**config.mk**
```make
export PLATFORM = sky130hd
export DESIGN_NAME = bpf_device_flat
export DESIGN_NICKNAME = d
export VERILOG_FILES = /design/src/bpf_pkg.sv /design/src/bpf_link_if.sv /design/src/bpf_device.sv /design/src/flat_wrapper.sv
export SDC_FILE = /design/constraint.sdc
export NUM_CORES = 1
export LEC_CHECK = 0
export BUFFER_PORTS_ARGS = -buffer_cell sky130_fd_sc_hd__buf_2
export CAP_MARGIN = 20
export CORE_ASPECT_RATIO = 0.5
export CORE_MARGIN = 5
export CORE_UTILIZATION = 35
export DETAILED_ROUTE_END_ITERATION = 12
export SYNTH_ARGS = -nofsm -noshare
export SYNTH_HDL_FRONTEND = slang
export SYNTH_SLANG_ARGS = --single-unit
```
**constraint.sdc**
```tcl
create_clock -name clk -period 3.54 [get_ports clk]
set_input_delay 0.177 -clock clk [delete_from_list [all_inputs] [get_ports clk]]
set_output_delay 0.177 -clock clk [all_outputs]
set_load 0.01 [all_outputs]
```
**src/bpf_pkg.sv**
```systemverilog
// Package with shared constants and types of the buffer pointer flow block.
package bpf_pkg;
	localparam int ADDR_W = 12;
	localparam int DATA_W = 16;
	localparam logic [2:0] CMD_FIRST_START = 3'h0;
	localparam logic [2:0] CMD_FIRST_END = 3'h1;
	localparam logic [2:0] CMD_SECOND_START = 3'h2;
	localparam logic [2:0] CMD_SECOND_END = 3'h3;
	localparam logic [2:0] CMD_FLOW_MODE = 3'h4;
	localparam logic [2:0] CMD_FLAG_STATUS = 3'h5;
	localparam int FLOW_RELEASE_BIT = 4;
	localparam int FIRST_MODE_LSB = 0;
	localparam int SECOND_MODE_LSB = 2;
	localparam logic [1:0] MODE_CHAIN = 2'h0;
	localparam logic [1:0] MODE_STOP = 2'h1;
	localparam logic [15:0] ADDR_READ_PAD = 16'hE000;
	localparam logic [15:0] RESERVED_READ = 16'hFFFF;
	localparam logic [11:0] RESET_POINTER = 12'h000;
	localparam logic [11:0] RESET_FIRST_START = 12'h000;
	localparam logic [11:0] RESET_FIRST_END = 12'hFFF;
	localparam logic [11:0] RESET_SECOND_START = 12'h000;
	localparam logic [11:0] RESET_SECOND_END = 12'h000;
	localparam logic [3:0] RESET_FLOW_MODE = 4'h0;
	typedef enum logic [1:0] {
		BPF_HOST_IDLE = 2'b00,
		BPF_HOST_ACCESS = 2'b01,
		BPF_HOST_ANSWER = 2'b11
	} bpf_host_state_t;
endpackage : bpf_pkg

```
**src/bpf_link_if.sv**
```systemverilog
// Interface joining the command port host and the buffer pointer device.
`timescale 1ns/10ps
interface bpf_link_if;
	logic command_select_n;
	logic chip_select_n;
	logic read_write;
	logic [2:0] command_select_lines;
	logic [15:0] host_data_out;
	logic host_data_oe;
	logic [15:0] device_data_out;
	logic device_data_oe;
	logic count_advance_enable_n;
	logic pointer_load_n;
	logic [11:0] pointer_load_value;
	logic jump_first_start_n;
	logic jump_second_start_n;
	logic first_buffer_end_flag_n;
	logic second_buffer_end_flag_n;
	logic [11:0] pointer;
	logic write_inhibit;
	modport device (
		input command_select_n, chip_select_n, read_write,
		input command_select_lines, host_data_out, host_data_oe,
		input count_advance_enable_n, pointer_load_n, pointer_load_value,
		input jump_first_start_n, jump_second_start_n,
		output device_data_out, device_data_oe,
		output first_buffer_end_flag_n, second_buffer_end_flag_n,
		output pointer, write_inhibit
	);
	modport host (
		output command_select_n, chip_select_n, read_write,
		output command_select_lines, host_data_out, host_data_oe,
		output count_advance_enable_n, pointer_load_n, pointer_load_value,
		output jump_first_start_n, jump_second_start_n,
		input device_data_out, device_data_oe,
		input first_buffer_end_flag_n, second_buffer_end_flag_n,
		input pointer, write_inhibit
	);
endinterface : bpf_link_if

```
**src/bpf_device.sv**
```systemverilog
// Device end: buffer registers, flow modes, flags and sequential pointer.
// What this block does
// - Address registers hold 12 bits, top bits read 1110.
// - Read/write control low writes, high reads.
// - Host selects register with command select lines.
// - Chaining: flag end, continue at other start.
// - Stop: flag end, stop at end or end+1.
// - Stopped pointer blocks sequential writes.
// - Bit 4 zero releases; next count gives end+2, or end+1 if stopped at end.
// - Load or start jumps also release.
// - Host holds count enable low after release.
// - Equal ends set both flags together.
// - Equal ends jump to first start.
// - Two-bit mode fields; codes 10, 11 reserved.
// - End flags are active-low outputs.
// - Flag status read: bit0 first, bit1 second.
// - Writing zero clears that flag.
// - Writing one keeps that flag.
// - Flag bits clear independently.
// - Host programs both buffers and modes.
// - Codes 000-011 select start/end registers.
// - Code 100 flow, 101 flags, rest reserved.
// - Reserved code reads all ones.
`timescale 1ns/10ps
module bpf_device
	import bpf_pkg::*;
(
	// Clock and reset.
	input wire logic clk,
	input wire logic reset,
	input wire logic clk_en,
	// Link to the host.
	bpf_link_if.device link
);
	logic [11:0] first_start;
	logic [11:0] first_end;
	logic [11:0] second_start;
	logic [11:0] second_end;
	logic [3:0] flow_mode;
	logic first_flag;
	logic second_flag;
	logic [11:0] pointer;
	logic stopped;
	logic stop_hit;
	logic released;
	logic load_pending;
	logic [11:0] load_reg;
	logic cmd_write;
	logic cmd_read;
	logic release_write;
	logic hit_first;
	logic hit_second;
	logic any_jump;
	logic [11:0] next_pointer;

	function automatic logic [15:0] addr_word(input logic [11:0] a);
		return ADDR_READ_PAD | {4'h0, a};
	endfunction : addr_word

	function automatic logic is_stop(input logic [1:0] m);
		return m == MODE_STOP;
	endfunction : is_stop

	assign cmd_write = !link.command_select_n && link.chip_select_n
		&& !link.read_write;
	assign cmd_read = !link.command_select_n && link.chip_select_n
		&& link.read_write;
	assign release_write = cmd_write
		&& link.command_select_lines == CMD_FLOW_MODE
		&& !link.host_data_out[FLOW_RELEASE_BIT];
	assign hit_first = pointer == first_end;
	assign hit_second = pointer == second_end;
	assign any_jump = !link.jump_first_start_n || !link.jump_second_start_n;
	assign stop_hit = (hit_first && is_stop(flow_mode[1:0]) && !hit_second)
		|| (hit_second && is_stop(flow_mode[3:2]) && !hit_first);

	// Buffer address registers.
	always_ff @(posedge clk or posedge reset) begin
		if (reset) begin
			first_start <= RESET_FIRST_START;
			first_end <= RESET_FIRST_END;
			second_start <= RESET_SECOND_START;
			second_end <= RESET_SECOND_END;
		end else if (clk_en && cmd_write) begin
			unique case (link.command_select_lines)
				CMD_FIRST_START: first_start <= link.host_data_out[11:0];
				CMD_FIRST_END: first_end <= link.host_data_out[11:0];
				CMD_SECOND_START: second_start <= link.host_data_out[11:0];
				CMD_SECOND_END: second_end <= link.host_data_out[11:0];
				default: ;
			endcase
		end
	end

	// Flow modes; reserved codes are stored as written and act as chaining.
	always_ff @(posedge clk or posedge reset) begin
		if (reset)
			flow_mode <= RESET_FLOW_MODE;
		else if (clk_en && cmd_write
			&& link.command_select_lines == CMD_FLOW_MODE)
			flow_mode <= link.host_data_out[3:0];
	end

	// Flags: a match in the same cycle as a clear wins over the clear.
	always_ff @(posedge clk or posedge reset) begin
		if (reset) begin
			first_flag <= 1'b0;
			second_flag <= 1'b0;
		end else if (clk_en) begin
			if (cmd_write && link.command_select_lines == CMD_FLAG_STATUS) begin
				if (!link.host_data_out[0]) first_flag <= 1'b0;
				if (!link.host_data_out[1]) second_flag <= 1'b0;
			end
			if (hit_first) first_flag <= 1'b1;
			if (hit_second) second_flag <= 1'b1;
		end
	end

	// Register read back, answered in the cycle after the strobe.
	always_ff @(posedge clk or posedge reset) begin
		if (reset) begin
			link.device_data_out <= 16'h0000;
			link.device_data_oe <= 1'b0;
		end else if (clk_en) begin
			link.device_data_oe <= cmd_read;
			unique case (link.command_select_lines)
				CMD_FIRST_START: link.device_data_out <= addr_word(first_start);
				CMD_FIRST_END: link.device_data_out <= addr_word(first_end);
				CMD_SECOND_START: link.device_data_out <= addr_word(second_start);
				CMD_SECOND_END: link.device_data_out <= addr_word(second_end);
				CMD_FLOW_MODE: link.device_data_out <= {12'hFFE, flow_mode};
				CMD_FLAG_STATUS:
					link.device_data_out <= {14'h3FFF, second_flag, first_flag};
				default: link.device_data_out <= RESERVED_READ;
			endcase
		end
	end

	// Pointer load takes effect one cycle after the load is sampled.
	always_ff @(posedge clk or posedge reset) begin
		if (reset) begin
			load_pending <= 1'b0;
			load_reg <= RESET_POINTER;
		end else if (clk_en) begin
			load_pending <= !link.pointer_load_n;
			if (!link.pointer_load_n) load_reg <= link.pointer_load_value;
		end
	end

	// Next pointer value for one counting edge.
	always_comb begin
		next_pointer = pointer + 12'h001;
		if (hit_first && hit_second)
			next_pointer = first_start;
		else if (hit_first && !is_stop(flow_mode[1:0]))
			next_pointer = second_start;
		else if (hit_second && !is_stop(flow_mode[3:2]))
			next_pointer = first_start;
	end

	// Stop handling. The release is taken on the sequential count after the command edge,
	// not on the command edge itself, which is why the host must force a count.
	always_ff @(posedge clk or posedge reset) begin
		if (reset) begin
			pointer <= RESET_POINTER;
			stopped <= 1'b0;
			released <= 1'b0;
		end else if (clk_en) begin
			if (load_pending || any_jump || release_write) begin
				stopped <= 1'b0;
				released <= release_write && stopped;
				if (load_pending) pointer <= load_reg;
				else if (!link.jump_first_start_n) pointer <= first_start;
				else if (!link.jump_second_start_n) pointer <= second_start;
			end else if (released) begin
				released <= 1'b0;
				if (!link.count_advance_enable_n)
					pointer <= pointer + 12'h001;
				else
					stopped <= 1'b1;
			end else if (!stopped && !link.pointer_load_n) begin
				pointer <= pointer;
			end else if (!stopped && stop_hit) begin
				// The edge after the match decides: a count there moves one past.
				stopped <= 1'b1;
				if (!link.count_advance_enable_n)
					pointer <= pointer + 12'h001;
			end else if (!stopped && !link.count_advance_enable_n) begin
				pointer <= next_pointer;
			end
		end
	end

	// Flag pins and write inhibit come from flip-flops.
	always_ff @(posedge clk or posedge reset) begin
		if (reset) begin
			link.first_buffer_end_flag_n <= 1'b1;
			link.second_buffer_end_flag_n <= 1'b1;
			link.write_inhibit <= 1'b0;
			link.pointer <= RESET_POINTER;
		end else if (clk_en) begin
			link.first_buffer_end_flag_n <= !(first_flag || hit_first);
			link.second_buffer_end_flag_n <= !(second_flag || hit_second);
			link.write_inhibit <= stopped;
			link.pointer <= pointer;
		end
	end
endmodule : bpf_device

```
**src/flat_wrapper.sv**
```systemverilog
// flat-port wrapper written by rule: the top's interface ports become plain ports
module bpf_device_flat import bpf_pkg::*;
  (clk, reset, clk_en, link_command_select_n, link_chip_select_n, link_read_write, link_command_select_lines, link_host_data_out, link_host_data_oe, link_count_advance_enable_n, link_pointer_load_n, link_pointer_load_value, link_jump_first_start_n, link_jump_second_start_n, link_device_data_out, link_device_data_oe, link_first_buffer_end_flag_n, link_second_buffer_end_flag_n, link_pointer, link_write_inhibit);
  bpf_link_if link_i ();
  input wire logic clk;
  input wire logic reset;
  input wire logic clk_en;
  input wire logic [$bits(link_i.command_select_n)-1:0] link_command_select_n;
  input wire logic [$bits(link_i.chip_select_n)-1:0] link_chip_select_n;
  input wire logic [$bits(link_i.read_write)-1:0] link_read_write;
  input wire logic [$bits(link_i.command_select_lines)-1:0] link_command_select_lines;
  input wire logic [$bits(link_i.host_data_out)-1:0] link_host_data_out;
  input wire logic [$bits(link_i.host_data_oe)-1:0] link_host_data_oe;
  input wire logic [$bits(link_i.count_advance_enable_n)-1:0] link_count_advance_enable_n;
  input wire logic [$bits(link_i.pointer_load_n)-1:0] link_pointer_load_n;
  input wire logic [$bits(link_i.pointer_load_value)-1:0] link_pointer_load_value;
  input wire logic [$bits(link_i.jump_first_start_n)-1:0] link_jump_first_start_n;
  input wire logic [$bits(link_i.jump_second_start_n)-1:0] link_jump_second_start_n;
  output wire logic [$bits(link_i.device_data_out)-1:0] link_device_data_out;
  output wire logic [$bits(link_i.device_data_oe)-1:0] link_device_data_oe;
  output wire logic [$bits(link_i.first_buffer_end_flag_n)-1:0] link_first_buffer_end_flag_n;
  output wire logic [$bits(link_i.second_buffer_end_flag_n)-1:0] link_second_buffer_end_flag_n;
  output wire logic [$bits(link_i.pointer)-1:0] link_pointer;
  output wire logic [$bits(link_i.write_inhibit)-1:0] link_write_inhibit;
  assign link_i.command_select_n = link_command_select_n;
  assign link_i.chip_select_n = link_chip_select_n;
  assign link_i.read_write = link_read_write;
  assign link_i.command_select_lines = link_command_select_lines;
  assign link_i.host_data_out = link_host_data_out;
  assign link_i.host_data_oe = link_host_data_oe;
  assign link_i.count_advance_enable_n = link_count_advance_enable_n;
  assign link_i.pointer_load_n = link_pointer_load_n;
  assign link_i.pointer_load_value = link_pointer_load_value;
  assign link_i.jump_first_start_n = link_jump_first_start_n;
  assign link_i.jump_second_start_n = link_jump_second_start_n;
  assign link_device_data_out = link_i.device_data_out;
  assign link_device_data_oe = link_i.device_data_oe;
  assign link_first_buffer_end_flag_n = link_i.first_buffer_end_flag_n;
  assign link_second_buffer_end_flag_n = link_i.second_buffer_end_flag_n;
  assign link_pointer = link_i.pointer;
  assign link_write_inhibit = link_i.write_inhibit;
  bpf_device u_core (.clk(clk), .reset(reset), .clk_en(clk_en), .link(link_i));
endmodule
```
**Word-level counts from Yosys, hierarchy flattened**

Index checks and enable logic that the tools add are counted.

- $add $sub $neg: 1
- Eq/ne operators: 14
- Mux-type cells: 25
- Bitwise operators: 1
- Reduce and logical (&&, ||, !) cells: 53

Operator list:

| operator | count |
|---|---|
| 2-to-1 mux 12 bit | 12 |
| one-hot mux 13 bit (6 select lines) | 1 |
| equality test 12 bit | 2 |
| logical AND 1 bit | 19 |
| logical NOT 1 bit | 14 |
| adder 12 x 1 -> 12 bit (second input constant) | 1 |
| 2-to-1 mux 1 bit | 12 |
| AND reduction 2 bit | 5 |
| AND reduction 4 bit | 2 |
| equality test 3 x 2 -> 1 bit (second input constant) | 2 |
| equality test 3 bit (second input constant) | 2 |
| logical OR 1 bit | 6 |
| AND reduction 3 bit | 2 |
| equality test 2 x 1 -> 1 bit (second input constant) | 2 |
| inequality test 2 x 1 -> 1 bit (second input constant) | 2 |
| inequality test 4 x 3 -> 1 bit (second input constant) | 1 |
| nonzero test 2 bit | 2 |
| nonzero test 4 bit | 1 |
| equality test 3 x 1 -> 1 bit (second input constant) | 1 |
| logical NOT 3 bit | 1 |
| inequality test 3 x 1 -> 1 bit (second input constant) | 1 |
| inequality test 3 bit (second input constant) | 1 |
| nonzero test 3 bit | 1 |
| inverter 1 bit | 1 |

- Bits in registers: 113
- Output and inout port bits: 32
- Word-level logic and storage cells: 112

**Depth between registers and ports, before layout**

- Depth in word-level cells: 11
- Depth in mapped cells: 11
- Mapped depth without buffers: 9

**Worst setup path after synthesis**

Ideal clock, no wire load.

- Kind: reg-to-reg
- Start: register u_core.pointer[0]
- End: register u_core.pointer[0]
- Arrival: 2.282 ns
- Required time: 3.403 ns
- Path slack: 1.121 ns
- Stages on the path, launching flop included: 10
- Path through: dfrtp_1 -> buf_2 -> xor2_1 -> nor4_2 -> nand3b_1 -> o32a_4 -> o31ai_4 -> nor2_2 -> a2111oi_0 -> nor3_1

- Word-level cells in the longest chain between the ends: 10
- Elaborated cells on any way between the ends: 25
- Classes of those cells: add/sub: 1; eq/ne: 2; mux: 9; reduce/logical: 13

RTL lines:

| item | RTL line | source |
|---|---|---|
| start, declared | bpf_device.sv:42 | `logic [11:0] pointer;` |
| start signal, assigned | bpf_device.sv:172 | `if (load_pending) pointer <= load_reg;` |
| start signal, assigned | bpf_device.sv:173 | `else if (!link.jump_first_start_n) pointer <= first_start;` |
| start signal, assigned | bpf_device.sv:174 | `else if (!link.jump_second_start_n) pointer <= second_start;` |
| parallel branches: the longest is 10 deep, another holds adder 12 x 1 -> 12 bit | - |  |

Several ways; the timed one is not identified. The select of a mux whose other input is x is not followed.
A chain may end at the register's enable or synchronous reset.

**Worst setup path after layout**

- Start: register u_core.pointer[5]
- End: register u_core.pointer[7]

The elaborated chain is that of the path after synthesis.

==> run summary <==
The synthesized design spends more area on one cell type than any other, namely dfrtp_1. The area enclosed by the die boundary is 20,250 µm². The kind of critical path is flip-flop to flip-flop. Ranked by flip-flop count, first place goes to u_core.link.device_data_out. The number of distinct library cells after synthesis is 58. The area growth from synthesis to layout is 12.83%. The total of cells resized after clock tree synthesis came out at 0. In the routed layout, each cell is associated on average with a via count of 5.368.

The arrival time of data at the critical path endpoint is 3.21 ns. The number of flip-flops in the largest register is 14. The analysis attributes to cell leakage a power of 3.001 nW. Counting both buffers and inverters, the worst setup path holds a total of 0.

dfrtp_1 is the most common cell in the netlist. Detailed routing inserted a total of 4,568 vias. The cell count after placement came out at 835. Setup repair after global routing left no endpoint under its margin.

The kind of start point of the critical path is a flip-flop. The number of violations reported at the end of detailed-routing iteration 0 came out at 304. The data required time at the worst endpoint is 3.79 ns. The final hold violation count came to 0.

The cell that appears most often on the critical path is o21a_1. The fraction of power consumed by combinational cells came out at 20.6%. The synthesized design contains 111 register bits. After synthesis, the cell types taking the most area are dfrtp_1 (40%), mux2_2 (14%), dfstp_2 (6.1%), o21ai_0 (3.6%), xor2_1 (3.5%).

The horizontal die dimension came out at 196.3 µm. The cell area that synthesis handed to floorplanning was 6073 µm². The area share of the leading cell type in the synthesized netlist came out at 39.97%. The cell chosen for the clock root is clkbuf_16. The top-level port count came out at 74. The clock input transition at the sequential cells of the worst setup and hold paths came out at 0.08 ns.

The final standard cell count with taps included and fillers excluded is 851. The total clock sinks came out at 111. The number of cells produced by synthesis came out at 568. The global-route usage over all layers came out at 16.46%. The worst setup path is captured at a flip-flop. The transition at the pin with the smallest max-transition slack came out at 0.9664 ns. The via count of the first global-routing pass is 4,460. The part of the total power dissipated in sequential elements came out at 50.6%. The first global-routing pass estimated 25,770 µm of wire.

The endpoint of the worst-slack reg-to-reg timing path is u_core.pointer[7]$_DFFE_PP0P_. The number of buffers between clock root and the deepest sink came out at 2. The peak clock frequency supported by timing is 0.3376 GHz.

The number of nets with antenna violations after routing is 0. TritonCTS built the clock tree. The number of enable flip-flop cells after synthesis came out at 0.

The hold path startpoint is link_pointer_load_value[0]. After layout, the design draws a total of 3.343 mW. The pin count of the biggest net entering global routing is 54.

The final worst-path setup slack is 0.5775 ns. The insertion delay of the later-clocked pin in the worst-skew pair is 0.35 ns. The core region is 17,190 µm².

Of the total power, the share spent switching nets is 31.73%. The number of nets in the layout came out at 656. The final setup TNS is 0 ns.

The count of warnings emitted by yosys is 0. The clock network fraction of design power came out at 28.8%. The worst setup slack for register-to-register paths is 0.58 ns.

For this run, the leading register cell type out of synthesis is dfrtp_1. A synthesized cell averages 10.69 µm². The cell depth of the worst hold path came out at 2. By count the netlist is led by dfrtp_1 (97), mux2_2 (76), o21ai_0 (44). The HPWL reported at the end of detailed placement came out at 11,850 µm. The post-route cell area came out at 6853 µm². In the synthesized netlist the async set-or-reset flop fraction comes to 100.0%. For this run, the detailed router's first-pass iteration total came to 5. The fraction of final layout cells sized beyond drive strength 1 came out at 34.20%. The number of buffers inserted by post-CTS setup repair is 0. The critical register-to-register path startpoint is u_core.pointer[5]$_DFFE_PP0P_. The total congestion overflow is 0. The number of antenna violations at the first check in global routing was 1. The number of CTS-inserted buffers is 9.

The run finished with clean final reports. Routability-driven placement finished with a final weighted congestion of 0.8762. Traced cell by cell, the critical path runs through xor2_1, nor4_4, and3_1, o32a_4, o21a_1, o221ai_1, o21a_1, o31ai_1. The number of placement rows came out at 34. The max-slew violation count came to 0.

The normalized max-slew margin is 35.44%. The slowest cell on the critical path is dfrtp_1. The peak ir drop on the vdd network is 249.1 µV.

The cell-internal power is 2.282 mW. The end point of the most critical hold path is u_core.load_reg[0]$_DFFE_PP0P_. The number of fill cells came out at 1,689. The share of the Yosys chip area taken by registers is 46.02%. The largest fanout on the critical path is 10.

Max-cap violations in this run came to 0. The cell area power density came out at 487.8 nW/µm². The synthesized netlist net count came out at 611. The path type of the worst min-delay path is primary input to flip-flop. The remaining routing DRC violations is 0. The final critical-path share of the clock period came out at 83.69%. The number of diodes added for antenna fixing came out at 0. For this design the total switching power over the nets is 1.061 mW. The kind of cell with the highest combined delay on the critical path is compound AO/OA/AOI/OAI gates. The H-tree was split into 3 levels.

The total detailed-routing wirelength came out at 16,280 µm. The setup slack at placement came out at 0.6692 ns. The setup-violating endpoint count in the final report came out at 0. For the worst flop-to-flop path, the logic depth is 8. The clock arrives with 0.008929 ns of skew.

The worst hold-check slack came out at 0.05082 ns. The vertical die dimension is 103.1 µm. The number of input and output port buffers inserted is 68. The end-of-flow core utilization came out at 39.87%. The initial core utilization is 35.34%.

The delay of the slowest cell on the worst path is 0.53 ns. Dividing the detail-routed wire length by the instance count gives 19.13 µm. The final critical delay including setup and external delays is 2.963 ns.

The post-detailed-placement cell area is 6570 µm².
-- repair_timing --
item | CTS | global route
hold buffers | 1 | 0
hold endpoints to repair | 30 | 0
endpoints found under the setup margin | 0 | 0
-- power by group through the flow --
stage,Sequential [mW],Clock [mW],Combinational (mW)
after floorplan,1.62,0,0.538
after global placement,1.70,0,0.681
after detailed placement,1.71,0,0.694
after CTS,1.69,0.977,0.697
after global routing,1.72,1.03,0.772
final,1.69,0.961,0.690
-- logic make-up after synthesis --
| family | Yosys count | synth area share, % |
|---|---|---|
| DFF | 111 | 46.02 |
| xor gates and xnor gates | 24 | 3.461 |
| muxes | 103 | 20.40 |
| buffers and inverters | 65 | 4.821 |
| AOI/OAI and AO/OA | 126 | 13.56 |
| adders and majority gates | 1 | 0.2060 |
| and+or+nand+nor | 138 | 11.54 |
-- worst reg2reg max path: cells and delay by family (launching register included) --
| family | cells | cell delay (ns) |
|---|---|---|
| AOI/OAI and AO/OA | 5 | 1.35 |
| DFF | 1 | 0.53 |
| and+or+nand+nor | 2 | 0.72 |
| xor gates and xnor gates | 1 | 0.26 |
-- routing by layer --
layer | vias up | GRT usage, % | wire length (µm)
met5 | - | 0 | 7
met4 | 2 | 4.879 | 291
met3 | 18 | 3.363 | 825
met2 | 109 | 24.86 | 7144
met1 | 2307 | 24.00 | 8014
li1 | 2132 | - | -
-- layout make-up --
class	count	area, µm²	area share (%)
Clock inverter	6	47.55	0.6938
Timing Repair Buffer	80	432.9	6.317
Tap cell	234	292.8	4.272
Clock buffer	9	225.2	3.286
Sequential cell	111	2795	40.79
Inverter	19	73.82	1.077
Multi-Input combinational cell	392	2985	43.56
-- layout by cell type, fill, tap and decap left out, types with 2 or more instances in the layout --
cell type  count
a31oi_1        4
dfstp_2       14
or2_2          2
nor4_1         7
clkbuf_16      9
mux2_2        76
nand3_1       10
nand2_1       35
a31o_2         5
xor2_1        24
o21ai_0       44
o21a_1         3
nor2b_1        3
o22a_1         3
mux2i_1       18
o31ai_1        2
nor3_1        11
clkinv_4       3
a21oi_1       28
dfrtp_1       97
and2_1         2
mux4_2         9
buf_2         68
o22ai_1       12
o21ai_1        2
o311ai_0       3
and3_1        10
o211ai_1       3
nand3b_1       4
nand4b_1       2
nor2_1        40
inv_1         18
buf_4         11
o221ai_1       3
nor4_4         2
nand2b_1       4
-- worst max path at each step --
stage | startpoint | to | slack, ns | cells past startpoint
floorplan | reset | u_core.first_flag$_DFFE_PP0P_ | 0.46 | 1
global placement | u_core.pointer[5]$_DFFE_PP0P_ | u_core.pointer[7]$_DFFE_PP0P_ | 0.72 | 8
detailed placement | u_core.pointer[5]$_DFFE_PP0P_ | u_core.pointer[7]$_DFFE_PP0P_ | 0.67 | 8
CTS | u_core.pointer[5]$_DFFE_PP0P_ | u_core.pointer[7]$_DFFE_PP0P_ | 0.64 | 8
global route | u_core.pointer[0]$_DFFE_PP0P_ | u_core.pointer[7]$_DFFE_PP0P_ | 0.41 | 8
finish | u_core.pointer[5]$_DFFE_PP0P_ | u_core.pointer[7]$_DFFE_PP0P_ | 0.58 | 8
(Power assumes the default switching activity.)
